===== src/sar_ctrl_pkg.sv =====
// Purpose: shared constants and types of the converter control block
// Assumes: 32-bit apb data, one register per aligned word
// Notes: only the upper limit low byte address is fixed; the rest are free
package sar_ctrl_pkg;
    localparam int addr_w = 8;
    localparam logic [7:0] ctrl_addr = 8'h00;
    localparam logic [7:0] result_high_addr = 8'h04;
    localparam logic [7:0] result_low_addr = 8'h08;
    localparam logic [7:0] cfg_addr = 8'h0C;
    localparam logic [7:0] irq_status_addr = 8'h10;
    localparam logic [7:0] irq_clear_addr = 8'h14;
    localparam logic [7:0] irq_enable_addr = 8'h18;
    localparam logic [7:0] upper_limit_high_addr = 8'hC0;
    localparam logic [7:0] upper_limit_low_addr = 8'hC4;
    localparam logic [7:0] lower_limit_high_addr = 8'hC8;
    localparam logic [7:0] lower_limit_low_addr = 8'hCC;
    // control register bit positions
    localparam int ctrl_enable_bit = 7;
    localparam int ctrl_track_bit = 6;
    localparam int ctrl_done_bit = 5;
    localparam int ctrl_busy_bit = 4;
    localparam int ctrl_src_lsb = 2;
    localparam int ctrl_window_bit = 1;
    localparam int ctrl_justify_bit = 0;
    // config register fields
    localparam int cfg_diff_bit = 7;
    localparam int cfg_div_w = 5;
    // interrupt bit positions
    localparam int irq_done_bit = 0;
    localparam int irq_window_bit = 1;
    localparam int irq_w = 2;
    // reset values
    localparam logic [7:0] ctrl_reset = 8'h00;
    localparam logic [7:0] upper_limit_high_reset = 8'hFF;
    localparam logic [7:0] upper_limit_low_reset = 8'hFF;
    localparam logic [7:0] lower_limit_reset = 8'h00;
    localparam logic [7:0] cfg_reset = 8'h00;
    // timing in converter clocks
    localparam int track_sar_clks = 3;
    localparam int conv_sar_clks = 16;
    localparam int sar_cnt_w = 4;
    localparam int result_w = 12;
    typedef enum logic [1:0]
    {
        src_software = 2'b00,
        src_timer3 = 2'b01,
        src_pin = 2'b10,
        src_timer2 = 2'b11
    } start_src_t;
endpackage


===== src/sar_seq_if.sv =====
// Purpose: link between the register block and the conversion sequencer
// Assumes: one clock domain
// Notes: raw result is the analog core's code at the end of conversion
`timescale 1ns/1ns
interface sar_seq_if;
    import sar_ctrl_pkg::*;
    logic start;
    logic track_first;
    logic [cfg_div_w-1:0] clk_div;
    logic busy;
    logic done;
    logic converting;
    logic tracking;
    logic [result_w-1:0] sar_data;
    logic [result_w-1:0] result;
    modport ctrl (output start, output track_first, output clk_div, output sar_data,
        input busy, input done, input converting, input tracking, input result);
    modport seq (input start, input track_first, input clk_div, input sar_data,
        output busy, output done, output converting, output tracking, output result);
endinterface


===== src/sar_result_format_window_detect.sv =====
// Purpose: converter control, result packing and window detection with apb access
// Assumes: triggers and external start pin synchronous to pclk
// Notes: unmapped addresses read zero and answer with pslverr
`timescale 1ns/1ns
module sar_result_format_window_detect
    import sar_ctrl_pkg::*;
(
    input wire logic pclk,
    input wire logic presetn,
    input wire logic psel,
    input wire logic penable,
    input wire logic pwrite,
    input wire logic [addr_w-1:0] paddr,
    input wire logic [31:0] pwdata,
    output logic [31:0] prdata,
    output logic pready,
    output logic pslverr,
    input wire logic timer2_overflow,
    input wire logic timer3_overflow,
    input wire logic external_start_pin,
    input wire logic [result_w-1:0] sar_data,
    output logic sar_track,
    output logic sar_convert,
    output logic sar_powered,
    output logic irq
);
    typedef struct packed
    {
        logic enable;
        logic track_mode_select;
        logic conversion_done_flag;
        logic [1:0] start_source_select;
        logic window_compare_flag;
        logic left_justify_select;
        logic [7:0] input_pairing_config;
        logic [7:0] result_high_byte;
        logic [7:0] result_low_byte;
        logic [7:0] upper_limit_high_byte;
        logic [7:0] upper_limit_low_byte;
        logic [7:0] lower_limit_high_byte;
        logic [7:0] lower_limit_low_byte;
        logic [irq_w-1:0] irq_enable;
        logic pin_prev;
        logic [31:0] rdata;
        logic slverr;
    } ctrl_reg_t;

    ctrl_reg_t q;
    ctrl_reg_t d;
    sar_seq_if sif();

    logic wr_en;
    logic setup;
    logic pin_rise;
    logic trigger;
    logic diff;
    logic [result_w-1:0] r;
    logic [15:0] word;
    logic [15:0] upper;
    logic [15:0] lower;
    logic above;
    logic below;
    logic hit;
    logic [7:0] ctrl_view;
    logic [irq_w-1:0] status;

    sar_sequencer u_seq
    (
        .pclk(pclk),
        .presetn(presetn),
        .sif(sif)
    );

    // zero wait state: data is latched in setup, so the access phase can finish at once
    assign pready = psel & penable;
    assign prdata = q.rdata;
    assign pslverr = q.slverr;
    assign wr_en = psel & penable & pwrite;
    assign setup = psel & ~penable;

    assign pin_rise = external_start_pin & ~q.pin_prev;
    always_comb
    begin
        case (start_src_t'(q.start_source_select))
            src_software:
            begin
                trigger = wr_en && paddr == ctrl_addr && pwdata[ctrl_busy_bit];
            end
            src_timer3:
            begin
                trigger = timer3_overflow;
            end
            src_pin:
            begin
                trigger = pin_rise;
            end
            default:
            begin
                trigger = timer2_overflow;
            end
        endcase
    end

    // a trigger that arrives mid-conversion is dropped, the analog core cannot restart
    assign sif.start = q.enable & trigger & ~sif.busy;
    assign sif.track_first = q.track_mode_select
        && (start_src_t'(q.start_source_select) != src_pin);
    assign sif.clk_div = q.input_pairing_config[cfg_div_w-1:0];
    assign sif.sar_data = sar_data;

    assign sar_powered = q.enable;
    assign sar_convert = sif.converting;
    // pin mode in low-power tracking: track while the pin is low
    assign sar_track = q.enable & (sif.tracking | (~sif.busy & (~q.track_mode_select
        | (start_src_t'(q.start_source_select) == src_pin & ~external_start_pin))));

    // packing of the fresh result
    assign diff = q.input_pairing_config[cfg_diff_bit];
    assign r = sif.result;
    always_comb
    begin
        if (q.left_justify_select)
        begin
            word = {r, 4'h0};
        end
        else
        begin
            word = {diff ? {4{r[result_w-1]}} : 4'h0, r};
        end
    end

    assign upper = {q.upper_limit_high_byte, q.upper_limit_low_byte};
    assign lower = {q.lower_limit_high_byte, q.lower_limit_low_byte};
    assign above = diff ? ($signed(word) > $signed(upper)) : (word > upper);
    assign below = diff ? ($signed(word) < $signed(lower)) : (word < lower);
    // lower above upper: inside window; otherwise outside
    assign hit = (diff ? ($signed(lower) > $signed(upper)) : (lower > upper))
        ? (above & below) : (above | below);

    assign ctrl_view = {q.enable, q.track_mode_select, q.conversion_done_flag, sif.busy,
        q.start_source_select, q.window_compare_flag, q.left_justify_select};
    assign status = {q.window_compare_flag, q.conversion_done_flag};
    assign irq = |(status & q.irq_enable);

    always_comb
    begin
        d = q;
        d.pin_prev = external_start_pin;
        if (setup)
        begin
            d.slverr = 1'b0;
            d.rdata = '0;
            case (paddr)
                ctrl_addr:
                begin
                    d.rdata[7:0] = ctrl_view;
                end
                result_high_addr:
                begin
                    d.rdata[7:0] = q.result_high_byte;
                end
                result_low_addr:
                begin
                    d.rdata[7:0] = q.result_low_byte;
                end
                cfg_addr:
                begin
                    d.rdata[7:0] = q.input_pairing_config;
                end
                irq_status_addr:
                begin
                    d.rdata[irq_w-1:0] = status;
                end
                irq_clear_addr:
                begin
                    d.rdata = '0;
                end
                irq_enable_addr:
                begin
                    d.rdata[irq_w-1:0] = q.irq_enable;
                end
                upper_limit_high_addr:
                begin
                    d.rdata[7:0] = q.upper_limit_high_byte;
                end
                upper_limit_low_addr:
                begin
                    d.rdata[7:0] = q.upper_limit_low_byte;
                end
                lower_limit_high_addr:
                begin
                    d.rdata[7:0] = q.lower_limit_high_byte;
                end
                lower_limit_low_addr:
                begin
                    d.rdata[7:0] = q.lower_limit_low_byte;
                end
                default:
                begin
                    d.slverr = 1'b1;
                end
            endcase
        end
        if (wr_en)
        begin
            case (paddr)
                ctrl_addr:
                begin
                    d.enable = pwdata[ctrl_enable_bit];
                    d.track_mode_select = pwdata[ctrl_track_bit];
                    d.start_source_select = pwdata[ctrl_src_lsb +: 2];
                    d.left_justify_select = pwdata[ctrl_justify_bit];
                    // flags clear on writing zero, writing one leaves them alone
                    if (!pwdata[ctrl_done_bit])
                    begin
                        d.conversion_done_flag = 1'b0;
                    end
                    if (!pwdata[ctrl_window_bit])
                    begin
                        d.window_compare_flag = 1'b0;
                    end
                end
                cfg_addr:
                begin
                    d.input_pairing_config = pwdata[7:0];
                end
                irq_clear_addr:
                begin
                    if (pwdata[irq_done_bit])
                    begin
                        d.conversion_done_flag = 1'b0;
                    end
                    if (pwdata[irq_window_bit])
                    begin
                        d.window_compare_flag = 1'b0;
                    end
                end
                irq_enable_addr:
                begin
                    d.irq_enable = pwdata[irq_w-1:0];
                end
                upper_limit_high_addr:
                begin
                    d.upper_limit_high_byte = pwdata[7:0];
                end
                upper_limit_low_addr:
                begin
                    d.upper_limit_low_byte = pwdata[7:0];
                end
                lower_limit_high_addr:
                begin
                    d.lower_limit_high_byte = pwdata[7:0];
                end
                lower_limit_low_addr:
                begin
                    d.lower_limit_low_byte = pwdata[7:0];
                end
                default:
                begin
                end
            endcase
        end
        // hardware set comes last so it beats a clear in the same cycle
        if (sif.done)
        begin
            d.result_high_byte = word[15:8];
            d.result_low_byte = word[7:0];
            d.conversion_done_flag = 1'b1;
            if (hit)
            begin
                d.window_compare_flag = 1'b1;
            end
        end
    end

    always_ff @(posedge pclk or negedge presetn)
    begin
        if (!presetn)
        begin
            q <= '{enable: ctrl_reset[ctrl_enable_bit],
                track_mode_select: ctrl_reset[ctrl_track_bit],
                conversion_done_flag: ctrl_reset[ctrl_done_bit],
                start_source_select: ctrl_reset[ctrl_src_lsb +: 2],
                window_compare_flag: ctrl_reset[ctrl_window_bit],
                left_justify_select: ctrl_reset[ctrl_justify_bit],
                input_pairing_config: cfg_reset,
                result_high_byte: 8'h00,
                result_low_byte: 8'h00,
                upper_limit_high_byte: upper_limit_high_reset,
                upper_limit_low_byte: upper_limit_low_reset,
                lower_limit_high_byte: lower_limit_reset,
                lower_limit_low_byte: lower_limit_reset,
                irq_enable: '0,
                pin_prev: 1'b0,
                rdata: 32'h0000_0000,
                slverr: 1'b0};
        end
        else
        begin
            q <= d;
        end
    end
endmodule // sar_result_format_window_detect


===== src/sar_sequencer.sv =====
// Purpose: times tracking and conversion with a divided converter clock
// Assumes: start only while idle
// Notes: converter clock period is clk_div+1 system clocks
`timescale 1ns/1ns
module sar_sequencer
    import sar_ctrl_pkg::*;
(
    input wire logic pclk,
    input wire logic presetn,
    sar_seq_if.seq sif
);
    typedef enum logic [1:0]
    {
        st_idle,
        st_track,
        st_convert
    } seq_state_t;

    typedef struct packed
    {
        seq_state_t state;
        logic [cfg_div_w-1:0] div_cnt;
        logic [sar_cnt_w-1:0] sar_cnt;
        logic done;
        logic [result_w-1:0] result;
    } seq_reg_t;

    seq_reg_t q;
    seq_reg_t d;
    logic tick;

    assign tick = (q.div_cnt == sif.clk_div);
    assign sif.busy = (q.state != st_idle);
    assign sif.done = q.done;
    assign sif.converting = (q.state == st_convert);
    assign sif.tracking = (q.state == st_track);
    assign sif.result = q.result;

    always_comb
    begin
        d = q;
        d.done = 1'b0;
        case (q.state)
            st_idle:
            begin
                d.div_cnt = '0;
                d.sar_cnt = '0;
                if (sif.start)
                begin
                    d.state = sif.track_first ? st_track : st_convert;
                end
            end
            st_track:
            begin
                d.div_cnt = tick ? '0 : q.div_cnt + 1'b1;
                if (tick)
                begin
                    if (q.sar_cnt == sar_cnt_w'(track_sar_clks - 1))
                    begin
                        d.sar_cnt = '0;
                        d.state = st_convert;
                    end
                    else
                    begin
                        d.sar_cnt = q.sar_cnt + 1'b1;
                    end
                end
            end
            st_convert:
            begin
                d.div_cnt = tick ? '0 : q.div_cnt + 1'b1;
                if (tick)
                begin
                    if (q.sar_cnt == sar_cnt_w'(conv_sar_clks - 1))
                    begin
                        d.sar_cnt = '0;
                        d.state = st_idle;
                        d.done = 1'b1;
                        d.result = sif.sar_data;
                    end
                    else
                    begin
                        d.sar_cnt = q.sar_cnt + 1'b1;
                    end
                end
            end
            default:
            begin
                d.state = st_idle;
            end
        endcase
    end

    always_ff @(posedge pclk or negedge presetn)
    begin
        if (!presetn)
        begin
            q <= '{state: st_idle, div_cnt: '0, sar_cnt: '0, done: 1'b0, result: '0};
        end
        else
        begin
            q <= d;
        end
    end
endmodule // sar_sequencer

===== config.mk =====
export PLATFORM = sky130hd
export DESIGN_NAME = sar_result_format_window_detect
export DESIGN_NICKNAME = d
export VERILOG_FILES = /design/src/sar_ctrl_pkg.sv /design/src/sar_seq_if.sv /design/src/sar_result_format_window_detect.sv /design/src/sar_sequencer.sv
export SDC_FILE = /design/constraint.sdc
export NUM_CORES = 1
export LEC_CHECK = 0
export BUFFER_PORTS_ARGS = -buffer_cell sky130_fd_sc_hd__buf_4
export CAP_MARGIN = 20
export CORE_AREA = 4 4 159 100
export CTS_CLUSTER_SIZE = 25
export DETAILED_ROUTE_END_ITERATION = 10
export DIE_AREA = 0 0 163 104
export PLACE_DENSITY = 0.75
export SETUP_SLACK_MARGIN = 0.5
export SLEW_MARGIN = 0
export SYNTH_ARGS = -nofsm -noshare
export SYNTH_HDL_FRONTEND = slang
export SYNTH_SLANG_ARGS = --single-unit

===== constraint.sdc =====
create_clock -name pclk -period 3.3 [get_ports pclk]
set_input_delay 0.33 -clock pclk [delete_from_list [all_inputs] [get_ports pclk]]
set_output_delay 0.33 -clock pclk [all_outputs]
set_load 0.005 [all_outputs]

Yosys cells after proc, flatten, opt, wreduce, memory -nomap -nowiden
Index checks and enable logic that the tools add are counted.

operators by class
  $add $sub $neg = 2
  $lt $le $gt $ge = 6
  eq/ne operators = 25
  muxes and demuxes = 38
  bitwise gates (word level) = 19
  reductions and logical operators = 23

operators by type and width
  operator                                        number
  > comparator 16 bit                             4
  case mux 6 bit (8 select lines)                 1
  two-way mux 13 bit                              3
  == test 8 bit (second input constant)           4
  < comparator 16 bit                             2
  case mux 9 bit (3 select lines)                 1
  == test 8 x 5 -> 1 bit (second input constant)  3
  case mux 2 bit (10 select lines)                1
  two-way mux 17 bit                              1
  == test 8 x 4 -> 1 bit (second input constant)  2
  two-way mux 16 bit                              1
  two-way mux 4 bit                               4
  two-way mux 2 bit                               7
  AND reduction 2 bit                             7
  two-way mux 1 bit                               13
  OR reduction 11 bit                             1
  AND 1 bit                                       10
  == test 8 x 3 -> 1 bit (second input constant)  1
  logical NOT 8 bit                               1
  two-way mux 8 bit                               1
  != test 2 x 1 -> 1 bit (second input constant)  4
  != test 3 x 2 -> 1 bit (second input constant)  2
  case mux 2 bit (3 select lines)                 1
  AND reduction 3 bit                             2
  other kinds (21)                                36

word-level totals
  register bits = 99
  input port bits = 60
  output and inout port bits = 38
  logic and storage cells = 135

Logic depth before layout (Yosys ltp)
  word-level depth = 9
  depth in mapped cells = 12
  mapped depth without buffers = 11

Modules after synthesis
A second synthesis with hierarchy kept.

unflattened totals
  cells, all modules = 615
  area, all modules = 6660.1 sq um

by module, submodules not included
  module                           times used  cells each  area each (sq um)  seq. area each (sq um)
  sar_result_format_window_detect  1           494         5242.5             1896.8
  sar_sequencer                    1           121         1417.6             600.6

Worst setup path before layout
No wires, ideal clock.

  path type = register -> register
  start = register q, in the netlist ctrl_view[0]
  end = register q, in the netlist ctrl_view[1]
  setup time = 0.084 ns
  arrival = 2.703 ns
  required time = 3.216 ns
  path slack = 0.514 ns
  stages on the path, launching flop included = 12
  path buffers = 2
  period minus slack after synthesis = 2.786 ns
  cell sequence = dfrtp_1 clkbuf_1 clkbuf_1 mux2_2 ha_1 a21o_1 nand3_1 o311ai_0 o311ai_0 a32oi_1 maj3_1 o21ai_0

RTL lines
  item                      RTL line                                RTL
  start: declaration        sar_result_format_window_detect.sv:48   ctrl_reg_t q;
  start signal: assignment  sar_result_format_window_detect.sv:280  q <= '{enable: ctrl_reset[ctrl_enable_bit],

==> impl_metrics.yaml <==
layout:
  layout-drive-gt1-share_pct: 24.2
  fillCellCount: 1381
  layout_common_cells: "dfrtp_1, nand2_1, buf_4, o21ai_0, mux2_2"
  fin_util_pct: 50.4
  stdcell_count: 910
  layout.nets: 818
  antenna_cells: 0
  final_common_cell: "dfrtp_1"
  final_area_um2: 7200
  area_growth_syn_to_layout_pct: 13.2
worst_setup_path:
  worstPathMaxFanout: 6
  r2r_end: "ctrl_view[1]"
  cp-start-kind: "flip-flop"
  cp.arrival_ns: 2.93
  path_class: "reg -> reg"
  crit_path_start: "ctrl_view[0]"
  required_ns: 3.58
  worstRegToRegCells: 13
  reg2reg_slack_ns: 0.65
  reg2reg_from: "ctrl_view[0]"
  end_kind: "flip-flop"
  critical_path.endpoint: "ctrl_view[1]"
floorplanning:
  die-height_um: 104
  core_area_um2: 14300
  start_util_pct: 44.5
  rows: 34
  io_pins: 98
  die_w_um: 163
  dieArea_um2: 17000
detailed_routing:
  antenna_left: 0
  dr.pass1.iters: 5
  vias: 5164
  post-route-drc-count: 0
  vias_per_cell: 5.67
  routed_wl_um: 17600
  drt_iter0_drc: 576
  wl_per_cell_um: 19.4
placed_design:
  dp_cells: 889
  pre_cts_ws_ns: 0.354
  dp_hpwl_um: 13600
  gp_congestion: 0.982
  port_buffers: 49
  place_area_um2: 6810
clock_tree:
  clkSinkCount: 99
  cts.reportedPaths.clkPinSlew_ns: 0.07
  cts_root_buf: "clkbuf_16"
  ctsLongestPathBuffers: 2
  insertion_delay_ns: 0.36
  ctsHoldBuffers: 0
  numCtsBuffers: 9
  cts_tree: "done"
  htreeDepth: 3
synthesis:
  yosysTopAreaCellShare_pct: 32.6
  yosysSeqAreaShare_pct: 39.2
  synth.distinct_cells: 65
  ys_async_sr_fraction_pct: 100
  synth_seq_cells: 99
  synth_enable_flop_cells: 0
  synth_area_per_cell_um2: 9.61
  synth_ff_type: "dfrtp_1"
  synthTopCellsByArea: "dfrtp_1, ha_1, mux2_2"
  netlist_area_um2: 6360
  synthCells: 662
  synth_area_leader_cell: "dfrtp_1"
  yosys_warnings: 0
global_route:
  grt_max_degree: 64
  grt_pass1_vias: 4722
  grt_use_total_pct: 21.0
  grt_first_pass_wirelength_um: 27300
  grt_overflow: 0
  antenna_found_initial: 0
timing:
  hold_viol: 0
  setup_ws_ns: 0.648
  fin_tns_setup_ns: 0
  tightest_slew_ns: 0.792
  fmax_ghz: 0.377
  period_share_pct: 80.4
  skew_ns: 0.00696
  maxSlewViolCount: 0
  fin_crit_ns: 2.65
  finalSetupViolCount: 0
  rsz0062_at_grt: "no"
  worst_slew_margin_rel_pct: 46.9
  hold_ws_ns: 0.0384
power:
  leakage_nw: 3.45
  seq_power_share_pct: 47.0
  p_int_mw: 2.01
  switching_share_pct: 24.4
  power_switching_uw: 646
  max-vdd-ir-drop_mv: 0.203
  share_comb_of_total_power_pct: 8.3
  p_per_area_nw_per_um2: 368
  power_mw: 2.65
  clkPwrFrac_pct: 44.7
hold_path:
  holdCritPathClass: "in -> async"
flow_run:
  drv_cap: 0
status:
  outcome: "complete, no violations"
==> power groups by stage <==
stage                     combinational (mW)  sequential (mW)  clock, mW
after floorplan                        0.125             1.26          0
after global placement                 0.212             1.27          0
after detailed placement               0.216             1.27          0
after CTS                              0.218             1.24       1.21
after global routing                   0.244             1.25       1.25
final                                  0.221             1.25       1.18
==> repair_timing <==
item	CTS	global route
gates resized for setup	1	10
pin swaps	0	3
setup buffers	2	3
gates cloned	0	0
endpoints found under the setup margin	1	1
==> how the worst min path moves through the flow <==
stage	endpoint	slack [ns]	from
6_report	u_seq.q[15]	0.04	presetn
5_1_grt	q[33]	0.08	external_start_pin
4_1_cts	u_seq.q[15]	0.08	presetn
3_5_place_dp	q[33]	0.46	external_start_pin
3_3_place_gp	u_seq.q[16]	0.46	presetn
2_1_floorplan	ctrl_view[0]	0.03	presetn
==> cells by family after synthesis <==
| group | count (synthesis) | share of synthesized area [%] |
|---|---|---|
| xor gates and xnor gates | 6 | 0.826 |
| AOI/OAI and AO/OA | 154 | 15.2 |
| other | 1 | 0.0589 |
| buffers and inverters | 96 | 7.73 |
| adders and majority gates | 52 | 10.2 |
| muxes | 67 | 12.4 |
| DFF | 99 | 39.2 |
| and+or+nand+nor | 187 | 14.4 |
==> layer usage <==
metal	global-route usage [%]	wire (um)	share of wire [%]
met5	0	0	0
met4	4.49	215	1.2
met2	26.8	6850	39
met3	8.95	2040	12
met1	32.2	8530	48
==> flip-flops by register name (all words and copies together) (netlist names) <==
| register | count |
|---|---|
| u_seq.sif.result | 12 |
| sar_powered | 1 |
| u_seq.q | 11 |
| u_seq.sif.done | 1 |
| lower | 16 |
| diff | 1 |
| ctrl_view | 6 |
| prdata | 8 |
| q | 42 |
| pslverr | 1 |
==> worst max-delay path, stage by stage (launching register included) <==
cell     delay (ns)
dfrtp_2        0.48
buf_4          0.18
buf_4          0.16
nor2b_4        0.12
nand2_2        0.10
nand2_2        0.14
ha_1           0.25
a21o_1         0.20
a21oi_2        0.14
a21oi_1        0.08
nor3_1         0.19
a32oi_1        0.09
maj3_2         0.33
o21ai_1        0.11
==> synth_stat cells, types with 3 or more instances <==
| library cell | count |
|---|---|
| a21oi_1 | 29 |
| o211ai_1 | 3 |
| a22oi_1 | 10 |
| nand4_1 | 11 |
| xnor2_1 | 3 |
| mux2i_1 | 8 |
| and3_1 | 6 |
| a211oi_1 | 5 |
| buf_4 | 32 |
| o21ai_0 | 60 |
| nand2_1 | 70 |
| nor2b_1 | 11 |
| a21o_1 | 6 |
| inv_1 | 43 |
| mux4_2 | 4 |
| xor2_1 | 3 |
| mux2_2 | 55 |
| and2_1 | 3 |
| dfrtp_1 | 83 |
| a31oi_1 | 9 |
| clkbuf_1 | 15 |
| nand3_1 | 11 |
| nor3_1 | 5 |
| o22ai_1 | 7 |
| nand2b_1 | 7 |
| nor2_1 | 47 |
| o311ai_0 | 3 |
| ha_1 | 51 |
| dfstp_2 | 16 |
==> layout make-up <==
cell class | instances | area [um^2] | share of cell area [%]
clock buffers | 10 | 239 | 3.32
clock inverters | 6 | 97.6 | 1.35
inverters | 44 | 165 | 2.29
multi-input cells | 490 | 3480 | 48.3
flip-flops and latches | 99 | 2500 | 34.7
well taps | 198 | 248 | 3.44
repair buffers | 63 | 473 | 6.57
(Power assumes the default switching activity.)
